<file path="src/hw/uart_mp_pkg.sv">
// constants of the serial port control block
package uart_mp_pkg;
	// special-function addresses
	localparam logic [7:0] SERIAL_PORT_CONTROL_ADDR = 8'h98;
	localparam logic [7:0] SERIAL_DATA_BUFFER_ADDR = 8'h99;
	// control register fields
	localparam int FRAME_FORMAT_SELECT_BIT = 7;
	localparam int CONTROL_READS_ONE_BIT = 6;
	localparam int MULTIPROCESSOR_FILTER_ENABLE_BIT = 5;
	localparam int RECEIVE_ENABLE_BIT = 4;
	localparam int TRANSMIT_NINTH_BIT = 3;
	localparam int RECEIVED_NINTH_BIT = 2;
	localparam int TRANSMIT_DONE_FLAG = 1;
	localparam int RECEIVE_DONE_FLAG = 0;
	// reset values
	localparam logic [7:0] SERIAL_PORT_CONTROL_RESET = 8'h40;
	localparam logic [7:0] SERIAL_DATA_BUFFER_RESET = 8'h00;
	// frame shape
	localparam logic [3:0] DATA_BITS = 4'h8;
	localparam int TX_FIFO_DEPTH = 8;
	localparam int TX_FIFO_WIDTH = 8;
	// frame sequencer states, shared by both directions
	typedef enum logic [4:0] {
		FRAME_IDLE = 5'b00001,
		FRAME_START = 5'b00010,
		FRAME_DATA = 5'b00100,
		FRAME_NINTH = 5'b01000,
		FRAME_STOP = 5'b10000
	} frame_state_t;
endpackage

</file>
<file path="src/hw/uart_mp_ctrl.sv">
// serial port control, status, frame engines and transmit queue
//
// How it works
// RULE1 - ninth bit 1 marks an address byte, ninth bit 0 marks data.
// RULE2 - nine-bit mode with filter on: flag only frames whose ninth bit is 1.
// RULE3 - matching slave software clears the filter bit to hear data bytes.
// RULE4 - slaves not addressed keep the filter bit set and ignore data.
// RULE5 - after the message the slave sets the filter bit again.
// RULE6 - control bit 7 picks eight-bit (0) or nine-bit (1) frames.
// RULE7 - control bit 6 always reads 1; writes to it are ignored.
// RULE8 - eight-bit mode with filter on: accept only frames with stop bit 1.
// RULE9 - nine-bit mode with filter off: ninth bit level does not matter.
// RULE10 - control bit 4 turns reception off (0) or on (1).
// RULE11 - control bit 3 is sent as ninth bit in nine-bit mode only.
// RULE12 - control bit 2 catches stop bit (eight-bit) or ninth bit (nine-bit).
// RULE13 - transmit-done flag sets at the start of the stop bit.
// RULE14 - set transmit-done flag requests an interrupt while enabled.
// RULE15 - receive-done sets at stop sampling of accepted frame; interrupts.
// RULE16 - hardware never clears the done flags; software must.
// RULE17 - control register sits at 0x98 on all pages, bit addressable.
// RULE18 - frame loads only while receive-done is clear, else all unchanged.
// RULE19 - nine-bit frame: start, eight data lsb first, ninth, stop bits.
// RULE20 - writing the data buffer starts transmission of a frame; writes queue up here and a full queue drops the write.
// RULE21 - bit rate is timer overflow over two; start reloads receive timer.
// RULE22 - writing 1 to a done flag sets it like a hardware event.
`timescale 1ns/1ps

module tx_byte_fifo #(
	parameter int WIDTH = 8,
	parameter int DEPTH = 8
) (
	// clock and reset
	input wire logic sys_clk_i,
	input wire logic rst_n_i,
	// fill side
	input wire logic in_valid_i,
	input wire logic [WIDTH-1:0] in_data_i,
	output logic in_ready_o,
	// drain side
	output logic out_valid_o,
	input wire logic out_ready_i,
	output logic [WIDTH-1:0] out_data_o
);
	localparam int AW = $clog2(DEPTH);
	logic [WIDTH-1:0] mem [DEPTH];
	logic [AW-1:0] wr_ptr_reg;
	logic [AW-1:0] rd_ptr_reg;
	logic [AW:0] count_reg;
	logic push;
	logic pop;

	assign in_ready_o = (count_reg != (AW+1)'(DEPTH));
	assign out_valid_o = (count_reg != '0);
	assign out_data_o = mem[rd_ptr_reg];
	assign push = in_valid_i && in_ready_o;
	assign pop = out_valid_o && out_ready_i;

	always_ff @(posedge sys_clk_i)
	begin
		if (push)
		begin
			mem[wr_ptr_reg] <= in_data_i;
		end
	end

	always_ff @(posedge sys_clk_i or negedge rst_n_i)
	begin
		if (!rst_n_i)
		begin
			wr_ptr_reg <= '0;
			rd_ptr_reg <= '0;
			count_reg <= '0;
		end
		else
		begin
			if (push)
			begin
				wr_ptr_reg <= AW'(wr_ptr_reg + 1'b1);
			end
			if (pop)
			begin
				rd_ptr_reg <= AW'(rd_ptr_reg + 1'b1);
			end
			if (push && !pop)
			begin
				count_reg <= (AW+1)'(count_reg + 1'b1);
			end
			else if (pop && !push)
			begin
				count_reg <= (AW+1)'(count_reg - 1'b1);
			end
		end
	end
endmodule

module uart_mp_ctrl (
	// clock and reset
	input wire logic sys_clk_i,
	input wire logic rst_n_i,
	// special-function register port
	input wire logic [7:0] sfr_addr_i,
	input wire logic sfr_wr_i,
	input wire logic sfr_bit_wr_i,
	input wire logic [2:0] sfr_bit_sel_i,
	input wire logic [7:0] sfr_wdata_i,
	input wire logic sfr_rd_i,
	output logic [7:0] sfr_rdata_o,
	output logic tx_space_o,
	// baud timer
	input wire logic tx_timer_ovf_i,
	input wire logic timer_tick_i,
	input wire logic [7:0] timer_reload_i,
	// interrupt
	input wire logic port_irq_enable_i,
	output logic irq_request_o,
	// serial pins
	input wire logic serial_in_pin_i,
	output logic serial_out_pin_o
);
	import uart_mp_pkg::*;

	function automatic logic is_write(input logic [7:0] a);
		is_write = sfr_wr_i && (sfr_addr_i == a);
	endfunction

	// control register fields, kept apart so each has one writer
	logic frame_format_select_reg;
	logic multiprocessor_filter_enable_reg;
	logic receive_enable_bit_reg;
	logic transmit_ninth_bit_reg;
	logic received_ninth_bit_reg;
	logic transmit_done_flag_reg;
	logic receive_done_flag_reg;
	logic [7:0] rx_buffer_reg;
	logic [7:0] control_view;
	logic [7:0] ctl_wdata;
	logic ctl_wr;
	logic rx_accept;
	logic rx_ninth_sample;
	logic tx_done_set;

	// byte writes and single-bit writes both land here
	always_comb
	begin
		ctl_wdata = control_view;
		ctl_wr = 1'b0;
		if (is_write(SERIAL_PORT_CONTROL_ADDR)) // RULE17
		begin
			ctl_wdata = sfr_wdata_i;
			ctl_wr = 1'b1;
		end
		else if (sfr_bit_wr_i && sfr_addr_i == SERIAL_PORT_CONTROL_ADDR)
		begin
			ctl_wdata[sfr_bit_sel_i] = sfr_wdata_i[0]; // RULE17
			ctl_wr = 1'b1;
		end
	end

	always_comb
	begin
		control_view = '0;
		control_view[FRAME_FORMAT_SELECT_BIT] = frame_format_select_reg;
		control_view[CONTROL_READS_ONE_BIT] = 1'b1; // RULE7
		control_view[MULTIPROCESSOR_FILTER_ENABLE_BIT] =
			multiprocessor_filter_enable_reg;
		control_view[RECEIVE_ENABLE_BIT] = receive_enable_bit_reg;
		control_view[TRANSMIT_NINTH_BIT] = transmit_ninth_bit_reg;
		control_view[RECEIVED_NINTH_BIT] = received_ninth_bit_reg;
		control_view[TRANSMIT_DONE_FLAG] = transmit_done_flag_reg;
		control_view[RECEIVE_DONE_FLAG] = receive_done_flag_reg;
	end

	always_ff @(posedge sys_clk_i or negedge rst_n_i)
	begin
		if (!rst_n_i)
		begin
			frame_format_select_reg <=
				SERIAL_PORT_CONTROL_RESET[FRAME_FORMAT_SELECT_BIT];
			multiprocessor_filter_enable_reg <=
				SERIAL_PORT_CONTROL_RESET[MULTIPROCESSOR_FILTER_ENABLE_BIT];
			receive_enable_bit_reg <=
				SERIAL_PORT_CONTROL_RESET[RECEIVE_ENABLE_BIT];
			transmit_ninth_bit_reg <=
				SERIAL_PORT_CONTROL_RESET[TRANSMIT_NINTH_BIT];
		end
		else if (ctl_wr)
		begin
			frame_format_select_reg <= ctl_wdata[FRAME_FORMAT_SELECT_BIT]; // RULE6
			multiprocessor_filter_enable_reg <=
				ctl_wdata[MULTIPROCESSOR_FILTER_ENABLE_BIT];
			receive_enable_bit_reg <= ctl_wdata[RECEIVE_ENABLE_BIT]; // RULE10
			transmit_ninth_bit_reg <= ctl_wdata[TRANSMIT_NINTH_BIT];
		end
	end

	// done flags: a hardware set in the same cycle as a clear wins
	always_ff @(posedge sys_clk_i or negedge rst_n_i)
	begin
		if (!rst_n_i)
		begin
			transmit_done_flag_reg <=
				SERIAL_PORT_CONTROL_RESET[TRANSMIT_DONE_FLAG];
			receive_done_flag_reg <=
				SERIAL_PORT_CONTROL_RESET[RECEIVE_DONE_FLAG];
		end
		else
		begin
			if (tx_done_set) // RULE13
			begin
				transmit_done_flag_reg <= 1'b1;
			end
			else if (ctl_wr) // RULE16 RULE22
			begin
				transmit_done_flag_reg <= ctl_wdata[TRANSMIT_DONE_FLAG];
			end
			if (rx_accept) // RULE15
			begin
				receive_done_flag_reg <= 1'b1;
			end
			else if (ctl_wr) // RULE16 RULE22
			begin
				receive_done_flag_reg <= ctl_wdata[RECEIVE_DONE_FLAG];
			end
		end
	end

	// receive buffer moves only on an accepted frame; received ninth bit also takes control writes
	always_ff @(posedge sys_clk_i or negedge rst_n_i)
	begin
		if (!rst_n_i)
		begin
			received_ninth_bit_reg <=
				SERIAL_PORT_CONTROL_RESET[RECEIVED_NINTH_BIT];
		end
		else if (rx_accept)
		begin
			received_ninth_bit_reg <= rx_ninth_sample; // RULE12
		end
		else if (ctl_wr)
		begin
			received_ninth_bit_reg <= ctl_wdata[RECEIVED_NINTH_BIT];
		end
	end

	// registered read data and interrupt request
	always_ff @(posedge sys_clk_i or negedge rst_n_i)
	begin
		if (!rst_n_i)
		begin
			sfr_rdata_o <= 8'h00;
			irq_request_o <= 1'b0;
		end
		else
		begin
			if (sfr_rd_i && sfr_addr_i == SERIAL_PORT_CONTROL_ADDR)
			begin
				sfr_rdata_o <= control_view;
			end
			else if (sfr_rd_i && sfr_addr_i == SERIAL_DATA_BUFFER_ADDR)
			begin
				sfr_rdata_o <= rx_buffer_reg;
			end
			else if (sfr_rd_i)
			begin
				sfr_rdata_o <= 8'h00;
			end
			irq_request_o <= port_irq_enable_i &&
				(transmit_done_flag_reg || receive_done_flag_reg); // RULE14 RULE15
		end
	end

	// transmit: writes queue up; a full queue drops the write
	logic fifo_out_valid;
	logic fifo_pop;
	logic fifo_in_ready;
	logic [7:0] fifo_out_data;
	frame_state_t tx_state_reg;
	logic tx_half_reg;
	logic [8:0] tx_shift_reg;
	logic [3:0] tx_count_reg;
	logic tx_bit_en;

	tx_byte_fifo #(
		.WIDTH(TX_FIFO_WIDTH),
		.DEPTH(TX_FIFO_DEPTH)
	) tx_queue (
		.sys_clk_i(sys_clk_i),
		.rst_n_i(rst_n_i),
		.in_valid_i(is_write(SERIAL_DATA_BUFFER_ADDR)), // RULE20
		.in_data_i(sfr_wdata_i),
		.in_ready_o(fifo_in_ready),
		.out_valid_o(fifo_out_valid),
		.out_ready_i(fifo_pop),
		.out_data_o(fifo_out_data)
	);

	assign fifo_pop = (tx_state_reg == FRAME_IDLE) && fifo_out_valid;
	assign tx_bit_en = tx_timer_ovf_i && tx_half_reg; // RULE21
	assign tx_done_set = tx_bit_en && (tx_count_reg == 4'h0) &&
		((tx_state_reg == FRAME_DATA && !frame_format_select_reg) ||
		tx_state_reg == FRAME_NINTH); // RULE13

	always_ff @(posedge sys_clk_i or negedge rst_n_i)
	begin
		if (!rst_n_i)
		begin
			tx_space_o <= 1'b1;
		end
		else
		begin
			tx_space_o <= fifo_in_ready;
		end
	end

	always_ff @(posedge sys_clk_i or negedge rst_n_i)
	begin
		if (!rst_n_i)
		begin
			tx_half_reg <= 1'b0;
		end
		else if (tx_timer_ovf_i)
		begin
			tx_half_reg <= !tx_half_reg;
		end
	end

	always_ff @(posedge sys_clk_i or negedge rst_n_i)
	begin
		if (!rst_n_i)
		begin
			tx_state_reg <= FRAME_IDLE;
			tx_shift_reg <= 9'h1ff;
			tx_count_reg <= 4'h0;
			serial_out_pin_o <= 1'b1;
		end
		else
		begin
			case (tx_state_reg)
			FRAME_IDLE:
			begin
				if (fifo_pop)
				begin
					// ninth bit is taken when the frame begins
					tx_shift_reg <= {transmit_ninth_bit_reg, fifo_out_data}; // RULE11
					tx_state_reg <= FRAME_START;
				end
			end
			FRAME_START:
			begin
				if (tx_bit_en)
				begin
					serial_out_pin_o <= 1'b0;
					tx_count_reg <= DATA_BITS;
					tx_state_reg <= FRAME_DATA;
				end
			end
			FRAME_DATA:
			begin
				if (tx_bit_en && tx_count_reg != 4'h0)
				begin
					serial_out_pin_o <= tx_shift_reg[0]; // RULE19
					tx_shift_reg <= {1'b1, tx_shift_reg[8:1]};
					tx_count_reg <= 4'(tx_count_reg - 1'b1);
				end
				else if (tx_bit_en && frame_format_select_reg)
				begin
					serial_out_pin_o <= tx_shift_reg[0]; // RULE11 RULE1
					tx_state_reg <= FRAME_NINTH;
				end
				else if (tx_bit_en)
				begin
					serial_out_pin_o <= 1'b1;
					tx_state_reg <= FRAME_STOP;
				end
			end
			FRAME_NINTH:
			begin
				if (tx_bit_en)
				begin
					serial_out_pin_o <= 1'b1; // RULE19
					tx_state_reg <= FRAME_STOP;
				end
			end
			FRAME_STOP:
			begin
				if (tx_bit_en)
				begin
					tx_state_reg <= FRAME_IDLE;
				end
			end
			default:
			begin
				tx_state_reg <= FRAME_IDLE;
			end
			endcase
		end
	end

	// receive line synchroniser
	logic rx_meta_reg;
	logic rx_sync_reg;
	logic rx_prev_reg;
	always_ff @(posedge sys_clk_i or negedge rst_n_i)
	begin
		if (!rst_n_i)
		begin
			rx_meta_reg <= 1'b1;
			rx_sync_reg <= 1'b1;
			rx_prev_reg <= 1'b1;
		end
		else
		begin
			rx_meta_reg <= serial_in_pin_i;
			rx_sync_reg <= rx_meta_reg;
			rx_prev_reg <= rx_sync_reg;
		end
	end

	// receive timer copy: reloaded on a start edge so sampling is centred
	frame_state_t rx_state_reg;
	logic [7:0] rx_timer_reg;
	logic rx_half_reg;
	logic rx_start_edge;
	logic rx_sample;
	logic [7:0] rx_shift_reg;
	logic [3:0] rx_count_reg;
	logic rx_ninth_reg;

	assign rx_start_edge = (rx_state_reg == FRAME_IDLE) &&
		receive_enable_bit_reg && rx_prev_reg && !rx_sync_reg; // RULE10
	assign rx_sample = timer_tick_i && (rx_timer_reg == 8'hff) && rx_half_reg;
	assign rx_ninth_sample = frame_format_select_reg ? rx_ninth_reg :
		rx_sync_reg; // RULE12
	// overrun: the held byte stays, the new one is dropped
	assign rx_accept = rx_sample && (rx_state_reg == FRAME_STOP) &&
		!receive_done_flag_reg && // RULE18
		(!multiprocessor_filter_enable_reg || rx_ninth_sample); // RULE2 RULE8 RULE9

	always_ff @(posedge sys_clk_i or negedge rst_n_i)
	begin
		if (!rst_n_i)
		begin
			rx_timer_reg <= 8'h00;
			rx_half_reg <= 1'b0;
		end
		else if (rx_start_edge)
		begin
			rx_timer_reg <= timer_reload_i; // RULE21
			rx_half_reg <= 1'b1;
		end
		else if (timer_tick_i && rx_timer_reg == 8'hff)
		begin
			rx_timer_reg <= timer_reload_i;
			rx_half_reg <= !rx_half_reg; // RULE21
		end
		else if (timer_tick_i)
		begin
			rx_timer_reg <= 8'(rx_timer_reg + 1'b1);
		end
	end

	always_ff @(posedge sys_clk_i or negedge rst_n_i)
	begin
		if (!rst_n_i)
		begin
			rx_buffer_reg <= SERIAL_DATA_BUFFER_RESET;
		end
		else if (rx_accept)
		begin
			rx_buffer_reg <= rx_shift_reg; // RULE18
		end
	end

	always_ff @(posedge sys_clk_i or negedge rst_n_i)
	begin
		if (!rst_n_i)
		begin
			rx_state_reg <= FRAME_IDLE;
			rx_shift_reg <= 8'h00;
			rx_count_reg <= 4'h0;
			rx_ninth_reg <= 1'b0;
		end
		else
		begin
			case (rx_state_reg)
			FRAME_IDLE:
			begin
				if (rx_start_edge)
				begin
					rx_state_reg <= FRAME_START;
				end
			end
			FRAME_START:
			begin
				// a glitch shorter than half a bit is not a start
				if (rx_sample && rx_sync_reg)
				begin
					rx_state_reg <= FRAME_IDLE;
				end
				else if (rx_sample)
				begin
					rx_count_reg <= DATA_BITS;
					rx_state_reg <= FRAME_DATA;
				end
			end
			FRAME_DATA:
			begin
				if (rx_sample)
				begin
					rx_shift_reg <= {rx_sync_reg, rx_shift_reg[7:1]}; // RULE19
					rx_count_reg <= 4'(rx_count_reg - 1'b1);
					if (rx_count_reg == 4'h1)
					begin
						rx_state_reg <= frame_format_select_reg ?
							FRAME_NINTH : FRAME_STOP;
					end
				end
			end
			FRAME_NINTH:
			begin
				if (rx_sample)
				begin
					rx_ninth_reg <= rx_sync_reg; // RULE1
					rx_state_reg <= FRAME_STOP;
				end
			end
			FRAME_STOP:
			begin
				if (rx_sample)
				begin
					rx_state_reg <= FRAME_IDLE;
				end
			end
			default:
			begin
				rx_state_reg <= FRAME_IDLE;
			end
			endcase
		end
	end
endmodule

</file>
<file path="config.mk">
export PLATFORM = sky130hd
export DESIGN_NAME = uart_mp_ctrl
export DESIGN_NICKNAME = d
export VERILOG_FILES = /design/src/hw/uart_mp_pkg.sv /design/src/hw/uart_mp_ctrl.sv
export SDC_FILE = /design/constraint.sdc
export NUM_CORES = 1
export LEC_CHECK = 0
export ABC_AREA = 1
export BUFFER_PORTS_ARGS = -buffer_cell sky130_fd_sc_hd__buf_2
export CAP_MARGIN = 20
export CORE_UTILIZATION = 45
export DETAILED_ROUTE_END_ITERATION = 10
export PLACE_DENSITY = 0.65
export SYNTH_ARGS = -nofsm -noshare
export SYNTH_HDL_FRONTEND = slang
export SYNTH_SLANG_ARGS = --single-unit
</file>
<file path="constraint.sdc">
create_clock -name sys_clk_i -period 2.15 [get_ports sys_clk_i]
set_input_delay 0.215 -clock sys_clk_i [delete_from_list [all_inputs] [get_ports sys_clk_i]]
set_output_delay 0.215 -clock sys_clk_i [all_outputs]
set_load 0.01 [all_outputs]
</file>
==> results.sh, run 1 <==
export IMPL_outcome="finished clean"
export IMPL_cts_tree="built"
export IMPL_io_buffers=46
export IMPL_met3_usage=0.0461
export IMPL_pwr_share_comb=0.305
export IMPL_total_power_w=0.00939
export IMPL_switchingPower_w=0.00318
export IMPL_synth_seq_cells=149
export IMPL_grt_overflow_total=0
export IMPL_cts_buffer_depth=2
export IMPL_rows=45
export IMPL_clock_fmax_mhz=489
export IMPL_core_sq_mm=0.0153
export IMPL_crit_start="tx_queue.count_reg[2]$_DFFE_PN0P_"
export IMPL_synth_ff_type="dfrtp_1"
export IMPL_wl_per_cell_um=14.7
export IMPL_ys_types=40
export IMPL_start_util=0.462
export IMPL_area_growth_pct=18.5
export IMPL_syn_num_nets=810
export IMPL_swShare=0.339
export IMPL_cp_end_kind="register"
export IMPL_netlist_area_sq_mm=0.00704
export IMPL_hold_start="tx_timer_ovf_i"
export IMPL_firstDrtPassIters=5
export IMPL_async_reset_ff_frac=0.570
export IMPL_cts_buffers_inserted=17
export IMPL_grt_util_met2=0.326
export IMPL_finalHoldViolCount=0
export IMPL_largest_reg_flops=64
export IMPL_syn_area_per_cell_sq_um=9.23
export IMPL_finalSetupViolations=0
export IMPL_syn_inst=763
export IMPL_antenna_cells=0
export IMPL_place_inst=1027
export IMPL_cts_root_buf="clkbuf_16"
export IMPL_hold_path_class="input pin to register"
export IMPL_fin_skew_ns=0.00868
export IMPL_cp_arrival_ns=2.34
export IMPL_dpl_hpwl_um=10900
export IMPL_period_minus_slack_ns=2.05
export IMPL_die_h_um=127
export IMPL_clk_pin_slew_ns=0.06
export IMPL_post_place_ws_ns=-0.0485
export IMPL_drc=0
export IMPL_maxSlewViolCount=0
export IMPL_final_area_sq_mm=0.00835
export IMPL_ios=47
export IMPL_power_internal_w=0.00621
export IMPL_relSlewSlack=0.625
export IMPL_p_clk_frac=0.307
export IMPL_first_iter_violations=403
export IMPL_crit_fanout=4
export IMPL_path_class="register to register"
export IMPL_grt_use_total=0.206
export IMPL_holdWs_ns=0.0547
export IMPL_dieArea_sq_mm=0.0162
export IMPL_layout_nets=891
export IMPL_worst_pin_slew_ns=0.562
export IMPL_r2r_end="tx_queue.count_reg[1]$_DFFE_PN0P_"
export IMPL_pwr_share_seq=0.388
export IMPL_met1_usage=0.279
export IMPL_pwr_density_cell_mw_per_mm2=1130
export IMPL_totalWireLength_um=15700
export IMPL_reg2reg_depth=8
export IMPL_r2r_slack_ns=0.10
export IMPL_fin_crit_sh=0.952
export IMPL_final_cells=1068
export IMPL_drive_above_1_share=0.187
export IMPL_grt_max_degree=37
export IMPL_dpl_cell_area_sq_mm=0.00765
export IMPL_antenna_found_initial=0
export IMPL_grt_first_pass_wirelength_um=25800
export IMPL_rr_startpoint="tx_queue.count_reg[2]$_DFFE_PN0P_"
export IMPL_seq_area_frac_synth=0.578
export IMPL_crit_end="tx_queue.count_reg[1]$_DFFE_PN0P_"
export IMPL_via_per_inst=5.23
export IMPL_num_fill_cells=1350
export IMPL_grt_pass1_vias=5344
export IMPL_clock_sinks=149
export IMPL_htree_levels=4
export IMPL_clock_latency_ns=0.41
export IMPL_die_width_um=127
export IMPL_startpoint_type="register"
export IMPL_irDropWorstVdd_mv=0.751
export IMPL_gr_max_usage_layer="met2"
export IMPL_power_leakage_nw=3.67
export IMPL_required_ns=2.45
export IMPL_num_vias=5581
export IMPL_synth_edff_count=64
export IMPL_drv_cap=0
export IMPL_ant_nets=0
export IMPL_rsz0062_at_grt="false"
export IMPL_globalplace_congestion=0.869
export IMPL_setup_slack_ns=0.103
export IMPL_yosysWarningCount=0
[stage by stage]
stage,util,setup TNS [ns]
CTS,0.542,0
global route,0.547,0
finish,0.547,0
floorplan,-,0
detailed placement,0.502,-0.0485
global placement,0.502,0
[cells in the final DEF (no fill, tap or decap), types with 8 or more instances in the layout]
| cell type | netlist | routed |
|---|---|---|
| clkbuf_16 | 0 | 17 |
| nand4_1 | 20 | 20 |
| ha_1 | 10 | 8 |
| xor2_1 | 9 | 9 |
| dfrtp_1 | 69 | 69 |
| edfxtp_1 | 64 | 64 |
| dfstp_2 | 16 | 16 |
| nand3_1 | 59 | 59 |
| a21oi_1 | 15 | 13 |
| o211ai_1 | 9 | 9 |
| o21ai_0 | 59 | 58 |
| inv_1 | 83 | 81 |
| o22ai_1 | 18 | 18 |
| nor3_1 | 13 | 13 |
| buf_2 | 3 | 45 |
| nand2_1 | 162 | 160 |
| buf_4 | 0 | 33 |
| o21ai_2 | 8 | 9 |
| nor2_1 | 95 | 93 |
[power groups by stage]
stage / Combinational [W] / Sequential [W] / Clock (W)
after CTS: 0.00274 / 0.00363 / 0.00296
after global routing: 0.00324 / 0.00368 / 0.00308
final: 0.00286 / 0.00364 / 0.00289
after floorplan: 0.00187 / 0.00365 / 0
after detailed placement: 0.00271 / 0.00367 / 0
after global placement: 0.00261 / 0.00366 / 0
[how the worst min path moves through the flow]
stage                                                     end  slack (ns)  cells past startpoint
after floorplan           frame_format_select_reg$_DFFE_PN0P_       -0.08                      0
after global placement            rx_timer_reg[2]$_DFFE_PN0P_        0.21                      1
after detailed placement          rx_timer_reg[0]$_DFFE_PN0P_        0.22                      1
after CTS                             tx_half_reg$_DFFE_PN0P_        0.04                      3
after global routing                  tx_half_reg$_DFFE_PN0P_        0.05                      3
final                                 tx_half_reg$_DFFE_PN0P_        0.05                      3
[cell type report]
type	count	area, sq um	share of cell area
Clock buffer	18	429	0.0514
Timing Repair Buffer	82	523	0.0627
Multi-Input combinational cell	509	2590	0.310
Inverter	85	322	0.0385
Clock inverter	14	150	0.0180
Sequential cell	149	4070	0.487
Tap cell	211	264	0.0316
[logic make-up after synthesis]
group,Yosys count,synth area share
and+or+nand+nor,368,0.229
xor gates and xnor gates,11,0.0137
buffers and inverters,105,0.0597
muxes,1,0.00160
AOI/OAI and AO/OA,118,0.0981
DFF,149,0.578
adders and majority gates,11,0.0206
[worst max-delay path, stage by stage, from the launching register on]
cell	delay (ns)
dfrtp_1	0.43
inv_1	0.11
nand3_1	0.10
and3_1	0.20
ha_2	0.20
inv_4	0.08
buf_4	0.12
fa_1	0.41
mux2_2	0.28
[synthesized netlist by cell type, types with 3 or more instances]
cell type | instances | share of area
xor2_1 | 9 | 0.011
a21oi_1 | 15 | 0.011
nand2_1 | 162 | 0.086
nor2_1 | 95 | 0.051
nand2_2 | 3 | 0.0027
ha_1 | 10 | 0.018
o22ai_1 | 18 | 0.016
buf_2 | 3 | 0.0021
nand4_1 | 20 | 0.018
dfrtp_1 | 69 | 0.25
buf_6 | 3 | 0.0048
nand3_2 | 3 | 0.0043
dfstp_2 | 16 | 0.060
o211ai_1 | 9 | 0.0096
nand3_1 | 59 | 0.042
o21ai_2 | 8 | 0.0099
inv_1 | 83 | 0.044
clkbuf_1 | 14 | 0.0075
o21ai_0 | 59 | 0.042
nor3_1 | 13 | 0.0092
edfxtp_1 | 64 | 0.27
[layer usage]
| metal | up-vias | part of all wire |
|---|---|---|
| met2 | 177 | 0.47 |
| met5 | - | 0 |
| met3 | 17 | 0.052 |
| met4 | 0 | 0.016 |
| li1 | 2727 | - |
| met1 | 2660 | 0.46 |
[repair_timing]
item,in CTS,in global routing
endpoints found under the setup margin,1,4
pin swaps,0,6
hold endpoints to repair,27,0
gates resized for setup,3,10
hold buffers,3,0
buffers inserted,0,6
Power figures use the tool's default switching activity.
==> run 2: changes to the inputs <==
--- a/config.mk
+++ b/config.mk
@@ -8,9 +8,11 @@
 export ABC_AREA = 1
 export BUFFER_PORTS_ARGS = -buffer_cell sky130_fd_sc_hd__buf_2
 export CAP_MARGIN = 20
-export CORE_UTILIZATION = 45
+export CELL_PAD_IN_SITES_DETAIL_PLACEMENT = 0
+export CELL_PAD_IN_SITES_GLOBAL_PLACEMENT = 1
+export CORE_UTILIZATION = 42
 export DETAILED_ROUTE_END_ITERATION = 10
-export PLACE_DENSITY = 0.65
+export PLACE_DENSITY = 0.75
 export SYNTH_ARGS = -nofsm -noshare
 export SYNTH_HDL_FRONTEND = slang
 export SYNTH_SLANG_ARGS = --single-unit
==> results.sh, run 2 (synthesis gave the netlist of run 1 again) <==
export IMPL_cts_root_buf="clkbuf_16"
export IMPL_final_common_cell="nand2_1"
export IMPL_cts_buffers_inserted=17
export IMPL_ios=47
export IMPL_first_iter_violations=383
export IMPL_hold_path_class="input pin to register"
export IMPL_antenna_found_initial=1
export IMPL_r2r_end="tx_queue.count_reg[1]$_DFFE_PN0P_"
export IMPL_drc=0
export IMPL_grt_pass1_vias=5427
export IMPL_switchingPower_w=0.00325
export IMPL_pwr_share_comb=0.305
export IMPL_grt_overflow_total=0
export IMPL_fin_util=0.524
export IMPL_reg2reg_depth=10
export IMPL_final_cell_mix="nand2_1, nor2_1, inv_1"
export IMPL_crit_start="tx_state_reg[3]$_DFFE_PN0P_"
export IMPL_irDropWorstVdd_mv=0.592
export IMPL_rows=46
export IMPL_pwr_density_cell_mw_per_mm2=1140
export IMPL_core_sq_mm=0.0161
export IMPL_rr_startpoint="tx_state_reg[3]$_DFFE_PN0P_"
export IMPL_firstDrtPassIters=4
export IMPL_total_power_w=0.00964
export IMPL_drv_cap=0
export IMPL_finalSetupViolations=0
export IMPL_worst_pin_slew_ns=0.497
export IMPL_startpoint_type="register"
export IMPL_swShare=0.337
export IMPL_p_clk_frac=0.316
export IMPL_num_fill_cells=1480
export IMPL_relSlewSlack=0.668
export IMPL_r2r_slack_ns=0.04
export IMPL_setup_tns_ns=0
export IMPL_via_per_inst=5.12
export IMPL_htree_levels=4
export IMPL_gr_max_usage_layer="met2"
export IMPL_die_width_um=131
export IMPL_fin_crit_sh=0.982
export IMPL_path_class="register to register"
export IMPL_io_buffers=46
export IMPL_clock_fmax_mhz=473
export IMPL_required_ns=2.46
export IMPL_hold_start="tx_timer_ovf_i"
export IMPL_pwr_share_seq=0.379
export IMPL_power_leakage_nw=3.73
export IMPL_hold_end="tx_half_reg$_DFFE_PN0P_"
export IMPL_grt_first_pass_wirelength_um=27000
export IMPL_start_util=0.437
export IMPL_holdWs_ns=0.0417
export IMPL_period_minus_slack_ns=2.11
export IMPL_clock_latency_ns=0.42
export IMPL_crit_fanout=3
export IMPL_clk_pin_slew_ns=0.06
export IMPL_cts_tree="built"
export IMPL_largest_reg_flops=64
export IMPL_finalHoldViolCount=0
export IMPL_power_internal_w=0.00638
export IMPL_dpl_hpwl_um=11200
export IMPL_grt_use_total=0.201
export IMPL_met3_usage=0.0347
export IMPL_maxSlewViolCount=0
export IMPL_hold_path_cell_count=3
export IMPL_die_h_um=131
export IMPL_totalWireLength_um=16600
export IMPL_grt_max_degree=47
export IMPL_layout_nets=900
export IMPL_num_vias=5531
export IMPL_cts_buffer_depth=2
export IMPL_dieArea_sq_mm=0.0173
export IMPL_drive_above_1_share=0.198
export IMPL_globalplace_congestion=0.843
export IMPL_clock_sinks=149
export IMPL_grt_util_met2=0.343
export IMPL_wl_per_cell_um=15.3
export IMPL_outcome="finished clean"
export IMPL_cp_end_kind="register"
export IMPL_met1_usage=0.245
export IMPL_cp_arrival_ns=2.42
export IMPL_antenna_cells=0
export IMPL_area_growth_pct=19.8
export IMPL_ant_nets=0
export IMPL_fin_skew_ns=0.00737
## run 2: changes by cell type in the layout (fill, tap and decap cells not counted), sizes merged
cell	delta
inv	+1
clkbuf	-1
bufinv	+1
clkinvlp	-1
buf	+9
clkinv	-1
## run 2: what timing repair did
item	in CTS	in global routing
hold buffers	3	0
endpoints found under the hold margin	22	0
resized for setup	5	9
setup endpoints to repair	2	2
setup buffers	4	3
pin swaps	2	5
## run 2: routing by layer
metal	vias up	part of all wire	wire (um)
met5	-	0.00048	8
met4	2	0.025	410
met3	36	0.034	556
met2	113	0.50	8320
met1	2633	0.44	7290
li1	2747	-	-
## run 2: power groups by stage
stage	clock network [W]	registers, W	logic (W)
6_report	0.00305	0.00365	0.00294
5_1_grt	0.00322	0.00369	0.00334
4_1_cts	0.00311	0.00365	0.00287
3_5_place_dp	0	0.00369	0.00279
3_3_place_gp	0	0.00368	0.00269
2_1_floorplan	0	0.00365	0.00187
## run 2: area by class of cell
class                      instances  area, sq um  share of cell area
timing repair buffer              91          591              0.0700
tap                              216          270              0.0320
inverter                          85          319              0.0378
multi-input combinational        509         2590               0.307
sequential                       149         4070               0.482
clock buffer                      17          425              0.0504
clock inverter                    14          175              0.0208
## run 2: worst max path at each step
| stage | slack, ns | to | cells after the start |
|---|---|---|---|
| floorplan | 0.005 | tx_queue.count_reg[3]$_DFFE_PN0P_ | 12 |
| global placement | 0.02 | tx_queue.count_reg[3]$_DFFE_PN0P_ | 13 |
| detailed placement | -0.09 | tx_queue.count_reg[3]$_DFFE_PN0P_ | 12 |
| CTS | 0.002 | tx_queue.count_reg[3]$_DFFE_PN0P_ | 11 |
| global route | -0.03 | tx_queue.count_reg[3]$_DFFE_PN0P_ | 13 |
| finish | 0.04 | tx_queue.count_reg[1]$_DFFE_PN0P_ | 10 |
## run 2: worst max-delay path: stages (launching register included)
cell	delay (ns)
dfrtp_1	0.40
nor2_2	0.14
nand4_1	0.14
inv_2	0.11
nand2_2	0.06
ha_2	0.18
inv_2	0.05
buf_4	0.11
buf_4	0.11
fa_1	0.42
mux2_2	0.27
## run 2: stage by stage
stage / std cells / cell area [sq um] / worst slack, ns
after floorplan: 763 / 7040 / 0.00497
after global placement: 1040 / 7720 / 0.0157
after detailed placement: 1040 / 7720 / -0.0897
after CTS: 1078 / 8390 / 0.00172
after global routing: 1081 / 8440 / -0.0310
final: 1081 / 8440 / 0.0377
